--- src/rtl/irqps_defines.svh ---
// Offsets, field positions and reset values of the interrupt pin select block.
// Assumes inclusion by the package and the design modules only.
`ifndef IRQPS_DEFINES_SVH
`define IRQPS_DEFINES_SVH

// Register byte addresses
`define IRQPS_SEL_ADDR      4'h0
`define IRQPS_PIN_ADDR      4'h4
// Select field: bit n-4 steers request n, n from 4 to 11
`define IRQPS_SEL_LSB       0
`define IRQPS_SEL_RESET     8'h00
`define IRQPS_FIRST_IRQ     4

`endif

--- src/rtl/irqps_pkg.sv ---
// Types shared by the interrupt pin select block.
// Assumes the defines header sits beside it.
`include "irqps_defines.svh"

package irqps_pkg;

    // Wishbone request from the master
    typedef struct packed {
        logic        cyc;
        logic        stb;
        logic        we;
        logic [3:0]  adr;
        logic [3:0]  sel;
        logic [31:0] dat;
    } irqps_wb_req_t;

    // Candidate pins, one pair per request 4..11
    typedef struct packed {
        logic [7:0] alt;    // Chosen when select bit is one
        logic [7:0] dflt;   // Chosen when select bit is zero
    } irqps_pins_t;

    // Whole state of the top module
    typedef struct packed {
        logic [7:0]  sel;
        logic [7:0]  irq;
        logic        ack;
        logic [31:0] dat;
    } irqps_state_t;

endpackage : irqps_pkg

--- src/rtl/irqps_mux.sv ---
// Per-request pin multiplexer of the interrupt pin select block.
// Assumes select bits come from registers of the parent module.
`timescale 1ns/10ps

module irqps_mux
    import irqps_pkg::*;
(
    input  wire irqps_pins_t pins_in,
    input  wire logic [7:0]  sel_in,
    output logic [7:0]       irq_out
);

    // Each request takes its alternate pin when its select bit is set
    always_comb begin
        for (int i = 0; i < 8; i++) begin
            irq_out[i] = sel_in[i] ? pins_in.alt[i] : pins_in.dflt[i];
        end
    end

endmodule : irqps_mux

--- src/rtl/irqps_top.sv ---
// Top of the interrupt pin select block: Wishbone registers and routed requests.
// Assumes pins already synchronous to sys_clk_in and a classic Wishbone master.
//
// Operation
// - Request eleven's select bit resets to zero, zero takes port6_line3, one port2_line3.
// - Request ten's select bit resets to zero, zero takes port6_line2, one port2_line2.
// - Request nine's select bit resets to zero, zero takes port6_line1, one port2_line1.
// - Request eight's select bit resets to zero, zero takes port6_line0, one port2_line0.
// - Request seven's select bit resets to zero, zero takes port5_line7, one port_h_line3.
// - Request six's select bit resets to zero, zero takes port5_line6, one port_h_line2.
// - Request five's select bit resets to zero, zero takes port5_line5, one port8_line5.
// - Request four's select bit resets to zero, zero takes port5_line4, one an alternate pin.
//
// The placing of the registers and register access over Wishbone are this design's own decisions.
`timescale 1ns/10ps
`include "irqps_defines.svh"

module irqps_top
    import irqps_pkg::*;
(
    input  wire logic        sys_clk_in,
    input  wire logic        rstn_in,
    input  wire logic        wb_cyc_in,
    input  wire logic        wb_stb_in,
    input  wire logic        wb_we_in,
    input  wire logic [3:0]  wb_adr_in,
    input  wire logic [3:0]  wb_sel_in,
    input  wire logic [31:0] wb_dat_in,
    output logic [31:0]      wb_dat_out,
    output logic             wb_ack_out,
    input  wire logic        port6_line3_in,
    input  wire logic        port6_line2_in,
    input  wire logic        port6_line1_in,
    input  wire logic        port6_line0_in,
    input  wire logic        port5_line7_in,
    input  wire logic        port5_line6_in,
    input  wire logic        port5_line5_in,
    input  wire logic        port5_line4_in,
    input  wire logic        port2_line3_in,
    input  wire logic        port2_line2_in,
    input  wire logic        port2_line1_in,
    input  wire logic        port2_line0_in,
    input  wire logic        port_h_line3_in,
    input  wire logic        port_h_line2_in,
    input  wire logic        port8_line5_in,
    input  wire logic        irq4_alt_pin_in,
    output logic [7:0]       irq_out
);

    // Bus request, candidate pins and the registered state
    irqps_wb_req_t     req;
    wire irqps_pins_t  pins;
    irqps_state_t      state_r;
    irqps_state_t      state_nxt;
    logic [7:0]        routed;

    // Bus decode results
    logic              take;           // Request taken at this edge
    logic              sel_wr;         // Taken lane-0 write of the select register
    logic [31:0]       rd_word;        // Read data of the addressed register

    // Named select bits, one per request
    logic              irq4_pin_sel;
    logic              irq5_pin_sel;
    logic              irq6_pin_sel;
    logic              irq7_pin_sel;
    logic              irq8_pin_sel;
    logic              irq9_pin_sel;
    logic              irq10_pin_sel;
    logic              irq11_pin_sel;
    logic [7:0]        sel_vec;        // Select bits packed for the multiplexer

    // Routed request levels, one per request
    logic              irq4_routed;
    logic              irq5_routed;
    logic              irq6_routed;
    logic              irq7_routed;
    logic              irq8_routed;
    logic              irq9_routed;
    logic              irq10_routed;
    logic              irq11_routed;

    // Bundle the bus request
    assign req = '{cyc: wb_cyc_in, stb: wb_stb_in, we: wb_we_in,
                   adr: wb_adr_in, sel: wb_sel_in, dat: wb_dat_in};

    // Request four: port5_line4 while clear, its alternate pin once set
    assign pins.dflt[0]  = port5_line4_in;
    assign pins.alt[0]   = irq4_alt_pin_in;
    assign irq4_pin_sel  = state_r.sel[0];
    assign irq4_routed   = routed[0];

    // Request five: port5_line5 while clear, port8_line5 once set
    assign pins.dflt[1]  = port5_line5_in;
    assign pins.alt[1]   = port8_line5_in;
    assign irq5_pin_sel  = state_r.sel[1];
    assign irq5_routed   = routed[1];

    // Request six: port5_line6 while clear, port_h_line2 once set
    assign pins.dflt[2]  = port5_line6_in;
    assign pins.alt[2]   = port_h_line2_in;
    assign irq6_pin_sel  = state_r.sel[2];
    assign irq6_routed   = routed[2];

    // Request seven: port5_line7 while clear, port_h_line3 once set
    assign pins.dflt[3]  = port5_line7_in;
    assign pins.alt[3]   = port_h_line3_in;
    assign irq7_pin_sel  = state_r.sel[3];
    assign irq7_routed   = routed[3];

    // Request eight: port6_line0 while clear, port2_line0 once set
    assign pins.dflt[4]  = port6_line0_in;
    assign pins.alt[4]   = port2_line0_in;
    assign irq8_pin_sel  = state_r.sel[4];
    assign irq8_routed   = routed[4];

    // Request nine: port6_line1 while clear, port2_line1 once set
    assign pins.dflt[5]  = port6_line1_in;
    assign pins.alt[5]   = port2_line1_in;
    assign irq9_pin_sel  = state_r.sel[5];
    assign irq9_routed   = routed[5];

    // Request ten: port6_line2 while clear, port2_line2 once set
    assign pins.dflt[6]  = port6_line2_in;
    assign pins.alt[6]   = port2_line2_in;
    assign irq10_pin_sel = state_r.sel[6];
    assign irq10_routed  = routed[6];

    // Request eleven: port6_line3 while clear, port2_line3 once set
    assign pins.dflt[7]  = port6_line3_in;
    assign pins.alt[7]   = port2_line3_in;
    assign irq11_pin_sel = state_r.sel[7];
    assign irq11_routed  = routed[7];

    // Select bits in request order, bit 0 is request four
    assign sel_vec = {irq11_pin_sel, irq10_pin_sel, irq9_pin_sel, irq8_pin_sel,
                      irq7_pin_sel,  irq6_pin_sel,  irq5_pin_sel, irq4_pin_sel};

    // Route each request through its select bit
    irqps_mux u_mux (
        .pins_in (pins),
        .sel_in  (sel_vec),
        .irq_out (routed)
    );

    // Strobe with no ack pending: the edge that takes a request
    function automatic logic bus_take(input irqps_wb_req_t r, input logic ack_pend);
        bus_take = r.cyc && r.stb && !ack_pend;
    endfunction : bus_take

    // Write that carries lane 0 to the select register
    function automatic logic sel_write(input irqps_wb_req_t r);
        sel_write = r.we && r.sel[0] && (r.adr == `IRQPS_SEL_ADDR);
    endfunction : sel_write

    // Read data for a register address
    function automatic logic [31:0] rd_mux(input logic [3:0] adr, input logic [7:0] sel,
                                           input logic [7:0] irq);
        unique case (adr)
            `IRQPS_SEL_ADDR: rd_mux = {24'h000000, sel};
            `IRQPS_PIN_ADDR: rd_mux = {24'h000000, irq};
            default:         rd_mux = 32'h00000000;   // Unmapped reads zero
        endcase
    endfunction : rd_mux

    // Bus decode of the current request
    assign take    = bus_take(req, state_r.ack);
    assign sel_wr  = take && sel_write(req);
    assign rd_word = rd_mux(req.adr, state_r.sel, state_r.irq);

    // Next state: one-cycle ack, byte-lane write of the select field
    always_comb begin
        state_nxt        = state_r;
        state_nxt.ack    = take;                               // Ack one cycle after the take
        // Routed levels, one cycle behind the pins
        state_nxt.irq[0] = irq4_routed;
        state_nxt.irq[1] = irq5_routed;
        state_nxt.irq[2] = irq6_routed;
        state_nxt.irq[3] = irq7_routed;
        state_nxt.irq[4] = irq8_routed;
        state_nxt.irq[5] = irq9_routed;
        state_nxt.irq[6] = irq10_routed;
        state_nxt.irq[7] = irq11_routed;
        if (take) begin
            state_nxt.dat = rd_word;                           // Read data stands with ack
        end
        if (sel_wr) begin
            state_nxt.sel = req.dat[`IRQPS_SEL_LSB +: 8];
        end
    end

    // State register; select bits clear so default pins are routed
    always_ff @(posedge sys_clk_in or negedge rstn_in) begin
        if (!rstn_in) begin
            state_r.sel <= `IRQPS_SEL_RESET;
            state_r.irq <= 8'h00;
            state_r.ack <= 1'b0;
            state_r.dat <= 32'h00000000;
        end else begin
            state_r <= state_nxt;
        end
    end

    assign wb_ack_out = state_r.ack;
    assign wb_dat_out = state_r.dat;
    assign irq_out    = state_r.irq;

endmodule : irqps_top

--- config.mk ---
export PLATFORM = sky130hd
export DESIGN_NAME = irqps_top
export DESIGN_NICKNAME = d
export VERILOG_FILES = /design/src/rtl/irqps_pkg.sv /design/src/rtl/irqps_mux.sv /design/src/rtl/irqps_top.sv
export VERILOG_INCLUDE_DIRS = /design/src /design/src/rtl
export SDC_FILE = /design/constraint.sdc
export NUM_CORES = 1
export LEC_CHECK = 0
export ABC_AREA = 1
export BUFFER_PORTS_ARGS = -buffer_cell sky130_fd_sc_hd__buf_2
export CORE_ASPECT_RATIO = 0.6
export CORE_MARGIN = 2
export CORE_UTILIZATION = 25
export CTS_BUF_LIST = sky130_fd_sc_hd__clkbuf_2 sky130_fd_sc_hd__clkbuf_4 sky130_fd_sc_hd__clkbuf_8
export DETAILED_ROUTE_END_ITERATION = 10
export HOLD_SLACK_MARGIN = 0.08
export PLACE_DENSITY = 0.52
export SYNTH_ARGS = -nofsm -noshare
export SYNTH_HDL_FRONTEND = slang
export SYNTH_SLANG_ARGS = --single-unit
export TNS_END_PERCENT = 10
--- constraint.sdc ---
create_clock -name sys_clk_in -period 2.8 [get_ports sys_clk_in]
set_input_delay 0.14 -clock sys_clk_in [delete_from_list [all_inputs] [get_ports sys_clk_in]]
set_output_delay 0.14 -clock sys_clk_in [all_outputs]
set_load 0.005 [all_outputs]
==> results.ini, run 1 <==
[status]
run_status=finished clean

[yosys]
synth_most_common_cell=sky130_fd_sc_hd__nand2_1
post_synth_xor_area_fraction=0
avgSynthCellArea_sq_um=8.542
syn_area_sq_mm=0.001333
top_cell_types_by_occurrence_after_synthesis=sky130_fd_sc_hd__nand2_1, sky130_fd_sc_hd__dfrtp_1, sky130_fd_sc_hd__buf_4, sky130_fd_sc_hd__nand3_1, sky130_fd_sc_hd__inv_1
combinational_family_with_the_most_area_after_synthesis=simple AND/OR/NAND/NOR gates
synth-main-ff-cell=sky130_fd_sc_hd__dfrtp_1
seq_total_area_yosys=0.4695
post_synthesis_share_of_cell_area_spent_on_full_adders_half_adders_and_majority_gates=0
post_synth_mux_area_share=0
postSynth.asyncResetShare=1.000
synth-edff-count=0
post-synth-top-area-fraction=0.4695
synth_compound_gate_area_share=0.04507
number_of_synthesized_register_bits=25
cell_types_occupying_the_most_area_after_synthesis=sky130_fd_sc_hd__dfrtp_1, sky130_fd_sc_hd__nand2_1, sky130_fd_sc_hd__buf_4
synth_simple_gate_area_frac=0.2864
post_synth_inst_count=156
yosys_warnings=0
netlist-cell-type-count=17
synth_top_cell_by_area=sky130_fd_sc_hd__dfrtp_1

[place]
port_buffers=50
gp_congestion=0.6738
hpwlAfterDp_microns=2307

[clock_tree]
post_cts.repair.setup_buffers=0
cts_made_buffers=3
clk_latency_ns=0.26
clk_transition_reported_paths_ns=0.09
ctsRootBufferMaster=sky130_fd_sc_hd__clkbuf_8
tritoncts=built
clock_tree.htree_level_count=1
numClockSinks=25
clk_path_buf_depth=2

[timing]
rsz0062_at_grt=no
layout_worst_path_cycle_share=0.4645
timing.fmax_mhz=768.8
fin_skew_ns=0.004866
max_slew.worst_pin.slew_ns=0.6954
setup_viol=0
maxSlewViolCount=0
final_period_minus_worst_setup_slack_ns=1.301
whs_ns=0.08682
timing.final.hold_violations=0
timing.max_slew.rel_slack=0.5347
timing.setup.tns_ns=0

[critical_path]
worst-setup-path-type=register to register
cp-start-kind=register
critical_path.endpoint_type=register
regToRegStartpoint=wb_ack_out
worst_ep_arrival_time_ns=1.50
worstPathRequired_ns=3.00
critical_path.max_fanout=18
setup.worst_path.start=wb_ack_out

[power]
power_switching_uw=211.7
share_seq_of_total_power=0.524
power.share.switching=0.2641
clockPowerShare=0.277
power_frac_comb=0.199
p_int_uw=589.8
power_density_over_cell_area_mw_per_mm2=459.5
ir_drop_uv=199.1
power.static_leakage_uw=0.0009720

[grt]
grtUsageTotal=0.1104
grt_max_degree=26
first_global_vias=1044
grt_pass1_wl_microns=5002
antenna_violations_before_repair=0
globalRouteOverflowTotal=0

[min_path]
hold_start=port6_line2_in
holdCritPathClass=input pin to register

[die]
floorplan.die_area_sq_mm=0.005949
ioPinCount=102
initial_utilization=0.2610
design.core.area_sq_mm=0.005105
die_w_microns=98.25
fp.dieH_microns=60.55
num_rows=20

[layout]
finish.net_count=284
fillerInstances=573
layout-area-overhead-vs-synth_pct=30.89
diodes=0
share_of_post_route_cells_with_drive_strength_above_1=0.2793

[drt]
num_vias=1121
remaining_design_rule_violation_count=0
detailedRoute.firstPassIterationCount=4
initialDrtViolationCount=37
wl_per_cell_microns=10.98
drt.antenna.violating_nets=0
postRouteWirelength_microns=3163
vias_per_cell=3.892

[run]
max_cap_viol_count=0

==> power by group through the flow <==
| stage | Sequential (uW) | Combinational [uW] | Clock (uW) |
|---|---|---|---|
| 2_1_floorplan | 427 | 90.2 | 0 |
| 3_3_place_gp | 428 | 134 | 0 |
| 3_5_place_dp | 427 | 136 | 0 |
| 4_1_cts | 420 | 162 | 231 |
| 5_1_grt | 425 | 183 | 246 |
| 6_report | 420 | 160 | 222 |
==> area by class of cell <==
class | instances | area, sq um | share of cell area
sequential | 25 | 625.6 | 0.3587
multi-input combinational | 114 | 531.8 | 0.3049
timing repair buffer | 65 | 400.4 | 0.2296
tap | 66 | 82.58 | 0.04735
inverter | 14 | 55.05 | 0.03156
clock buffer | 4 | 48.80 | 0.02798
==> metrics by stage <==
step	cell area, sq um	std cells	power, uW	utilization	setup WS, ns
after detailed placement	1545	269	563.6	0.3027	1.486
after global routing	1744	288	853.4	0.3417	1.360
after CTS	1744	288	813.3	0.3417	1.465
after global placement	1545	269	562.0	0.3027	1.499
after floorplan	1419	179	517.3	-	1.735
final	1744	288	801.5	0.3417	1.499
==> path summary, 6_finish.rpt <==
path | end | slack [ns] | cells past startpoint
setup / recovery | sel_vec[7] | 1.50 | 5
hold / removal | irq_out[6] | 0.09 | 3
setup reg to reg | sel_vec[7] | 1.50 | 5
hold reg to reg | wb_dat_out[7] | 0.50 | 2
max in group asynchronous | sel_vec[0] | 2.02 | 2
min in group asynchronous | wb_ack_out | 0.39 | 2
==> worst max-delay path: stages (launching register included) <==
cell                      delay (ns)
sky130_fd_sc_hd__dfrtp_1        0.38
sky130_fd_sc_hd__inv_1          0.09
sky130_fd_sc_hd__nand3_4        0.24
sky130_fd_sc_hd__nor2_8         0.33
sky130_fd_sc_hd__nand3_1        0.12
sky130_fd_sc_hd__nand2_1        0.08
==> cells in the final DEF, fill, tap and decap left out <==
cell type,count
sky130_fd_sc_hd__nor2_8,1
sky130_fd_sc_hd__buf_2,50
sky130_fd_sc_hd__nor2_2,2
sky130_fd_sc_hd__nand2_1,51
sky130_fd_sc_hd__inv_1,12
sky130_fd_sc_hd__nand3_1,24
sky130_fd_sc_hd__nand3_4,1
sky130_fd_sc_hd__nor2_1,1
sky130_fd_sc_hd__nand2_2,1
sky130_fd_sc_hd__o21bai_1,8
sky130_fd_sc_hd__clkbuf_8,3
sky130_fd_sc_hd__nand3_2,1
sky130_fd_sc_hd__dlygate4sd3_1,15
sky130_fd_sc_hd__inv_2,1
sky130_fd_sc_hd__clkbuf_4,1
sky130_fd_sc_hd__conb_1,24
sky130_fd_sc_hd__dfrtp_1,25
sky130_fd_sc_hd__inv_4,1
==> registers in the layout (all words and copies together), names as in the netlist <==
signal and flops:
irq_out 8, wb_dat_out 8, wb_ack_out 1, sel_vec 8
==> what timing repair did <==
item / CTS / global route
gates resized for setup: 0 / 0
hold endpoints to repair: 32 / 0
hold buffers: 15 / 0
==> kinds of logic after synthesis <==
family / after synthesis
other: 1
flip-flops: 25
AO/OA/AOI/OAI: 8
AND/OR/NAND/NOR: 82
buffers and inverters: 40
==> layer usage <==
layer	vias to the layer above	track usage	part of all wire
li1	576	-	-
met1	499	0.1404	0.44
met2	46	0.1898	0.45
met3	0	0.04263	0.11
met4	0	0.01174	0
met5	-	0	0
Power figures use the tool's default switching activity.
==> inputs of run 2 (changes only) <==
==> constraint.sdc (replaced) <==
create_clock -name sys_clk_in -period 1.2 [get_ports sys_clk_in]
set_input_delay 0.06 -clock sys_clk_in [delete_from_list [all_inputs] [get_ports sys_clk_in]]
set_output_delay 0.06 -clock sys_clk_in [all_outputs]
set_load 0.005 [all_outputs]
==> results.ini, run 2 (synthesis results as in run 1) <==
[status]
run_status=finished clean

[critical_path]
slowest_delay_ns=0.39  ; about the same
cp-start-kind=register
worstPathRequired_ns=1.35  ; -1.65 ns
critical_path.cell_chain=inv_2, nand3_4, buf_4, o21bai_1, nand2_1
path_buf_inv=2  ; +1
cpMaxStageDelayCell=sky130_fd_sc_hd__dfrtp_1
worst-setup-path-type=register to register
critical_path.max_fanout=8  ; -10
r2r.worst_path.cells=5  ; unchanged
critical_path.endpoint_type=register
cpLargestDelayFamily=flip-flops
critical_path_depth=5  ; unchanged
worst_ep_arrival_time_ns=1.33  ; -0.17 ns

[clock_tree]
clock_tree.htree_level_count=1  ; unchanged
clk_latency_ns=0.27  ; about the same
clk_transition_reported_paths_ns=0.10  ; about the same
tritoncts=built
clk_path_buf_depth=2  ; unchanged
cts_made_buffers=3  ; unchanged
numClockSinks=25  ; unchanged
ctsRootBufferMaster=sky130_fd_sc_hd__clkbuf_8

[place]
port_buffers=50  ; unchanged
gp_congestion=0.6892  ; +2.3%
hpwlAfterDp_microns=2345  ; +1.6%
dpl_cell_area_sq_mm=0.001575  ; +1.9%

[timing]
max_slew.worst_pin.slew_ns=0.5969  ; -0.09855 ns
final_period_minus_worst_setup_slack_ns=1.179  ; -0.1213 ns
whs_ns=0.1542  ; +0.06738 ns
timing.max_slew.rel_slack=0.6021  ; +0.06741
rsz0062_at_grt=yes
timing.setup.tns_ns=0  ; unchanged
setup_viol=0  ; unchanged
timing.fmax_mhz=847.9  ; +10%
maxSlewViolCount=0  ; unchanged
timing.final.hold_violations=0  ; unchanged
layout_worst_path_cycle_share=0.9828  ; +0.5183
fin_skew_ns=0.01145  ; +0.006587 ns

[min_path]
min_delay_path_depth=4  ; +1
holdCritPathClass=input pin to register

[power]
ir_drop_uv=457.8  ; +130%
power.total_uw=1925  ; +140%
power.static_leakage_uw=0.001102  ; +13%
power_density_over_cell_area_mw_per_mm2=999.6  ; +120%

[die]
initial_utilization=0.2610  ; unchanged
fp.dieH_microns=60.55  ; unchanged
ioPinCount=102  ; unchanged
floorplan.die_area_sq_mm=0.005949  ; unchanged
design.core.area_sq_mm=0.005105  ; unchanged
num_rows=20  ; unchanged
die_w_microns=98.25  ; unchanged

[grt]
grt_max_degree=26  ; unchanged
first_global_vias=1071  ; +2.6%
grtUsageTotal=0.1108  ; +0.0004224
globalRouteOverflowTotal=0  ; unchanged
grt_pass1_wl_microns=5057  ; +1.1%
antenna_violations_before_repair=0  ; unchanged

[layout]
diodes=0  ; unchanged
fillerInstances=554  ; -3.3%
share_of_post_route_cells_with_drive_strength_above_1=0.3054  ; +0.02616
layout-area-overhead-vs-synth_pct=44.51
finish.net_count=301  ; +6.0%
final_cell_area_sq_mm=0.001926  ; +10%
layout_commonest_cell=sky130_fd_sc_hd__nand2_1
mostFrequentLayoutCells=sky130_fd_sc_hd__nand2_1, sky130_fd_sc_hd__buf_2, sky130_fd_sc_hd__dfrtp_1

[drt]
drt.antenna.violating_nets=0  ; unchanged
remaining_design_rule_violation_count=0  ; unchanged
vias_per_cell=3.928  ; +0.91%
num_vias=1198  ; +6.9%
detailedRoute.firstPassIterationCount=4  ; unchanged
wl_per_cell_microns=10.90  ; -0.77%
initialDrtViolationCount=22  ; -41%
postRouteWirelength_microns=3324  ; +5.1%

[run]
max_cap_viol_count=0  ; unchanged

-- run 2: metal layers --
layer	up-vias	track usage	routed length, microns
met2	37	0.1703	1461
met4	0	0.01761	9
met1	550	0.1581	1643
met5	-	0	0
met3	2	0.03571	209
li1	609	-	-
-- run 2: metrics by stage --
step / utilization / worst slack, ns / std cells
6_report: 0.3772 / 0.02064 / 305
5_1_grt: 0.3772 / -0.06381 / 305
4_1_cts: 0.3667 / 0.004292 / 302
3_5_place_dp: 0.3086 / 0.03329 / 273
3_3_place_gp: 0.3086 / 0.04776 / 273
2_1_floorplan: - / 0.1347 / 179
-- run 2: what timing repair did --
item	in CTS	in global routing
hold buffers	25	0
setup endpoints to repair	0	23
hold endpoints to repair	41	0
buffers inserted	0	2
gates resized for setup	0	14
-- run 2: worst min-delay path, cell delays in order --
cell and delay [ns]:
sky130_fd_sc_hd__buf_2 0.07, sky130_fd_sc_hd__nand2_1 0.04, sky130_fd_sc_hd__nand2_1 0.05, sky130_fd_sc_hd__dlymetal6s4s_1 0.17
-- run 2: worst paths after layout --
kind / start / to / slack (ns)
max: wb_ack_out / sel_vec[7] / 0.02
min: port2_line0_in / irq_out[4] / 0.15
max reg2reg: wb_ack_out / sel_vec[7] / 0.02
min reg2reg: wb_dat_out[1] / wb_dat_out[1] / 0.50
max in group asynchronous: rstn_in / irq_out[2] / 0.48
min in group asynchronous: rstn_in / wb_dat_out[5] / 0.31
-- run 2: layout make-up --
type | instances | area [sq um] | share of cell area
inverters | 14 | 57.56 | 0.02989
repair buffers | 81 | 570.5 | 0.2963
clock inverters | 1 | 5.005 | 0.002599
flip-flops and latches | 25 | 625.6 | 0.3249
multi-input cells | 115 | 543.0 | 0.2820
well taps | 66 | 82.58 | 0.04288
clock buffers | 3 | 41.29 | 0.02144
-- run 2: power breakdown --
group	switching (uW)	internal (uW)
Clock	273	232
Combinational	199	238
Sequential	54.2	928
Total	526	1400
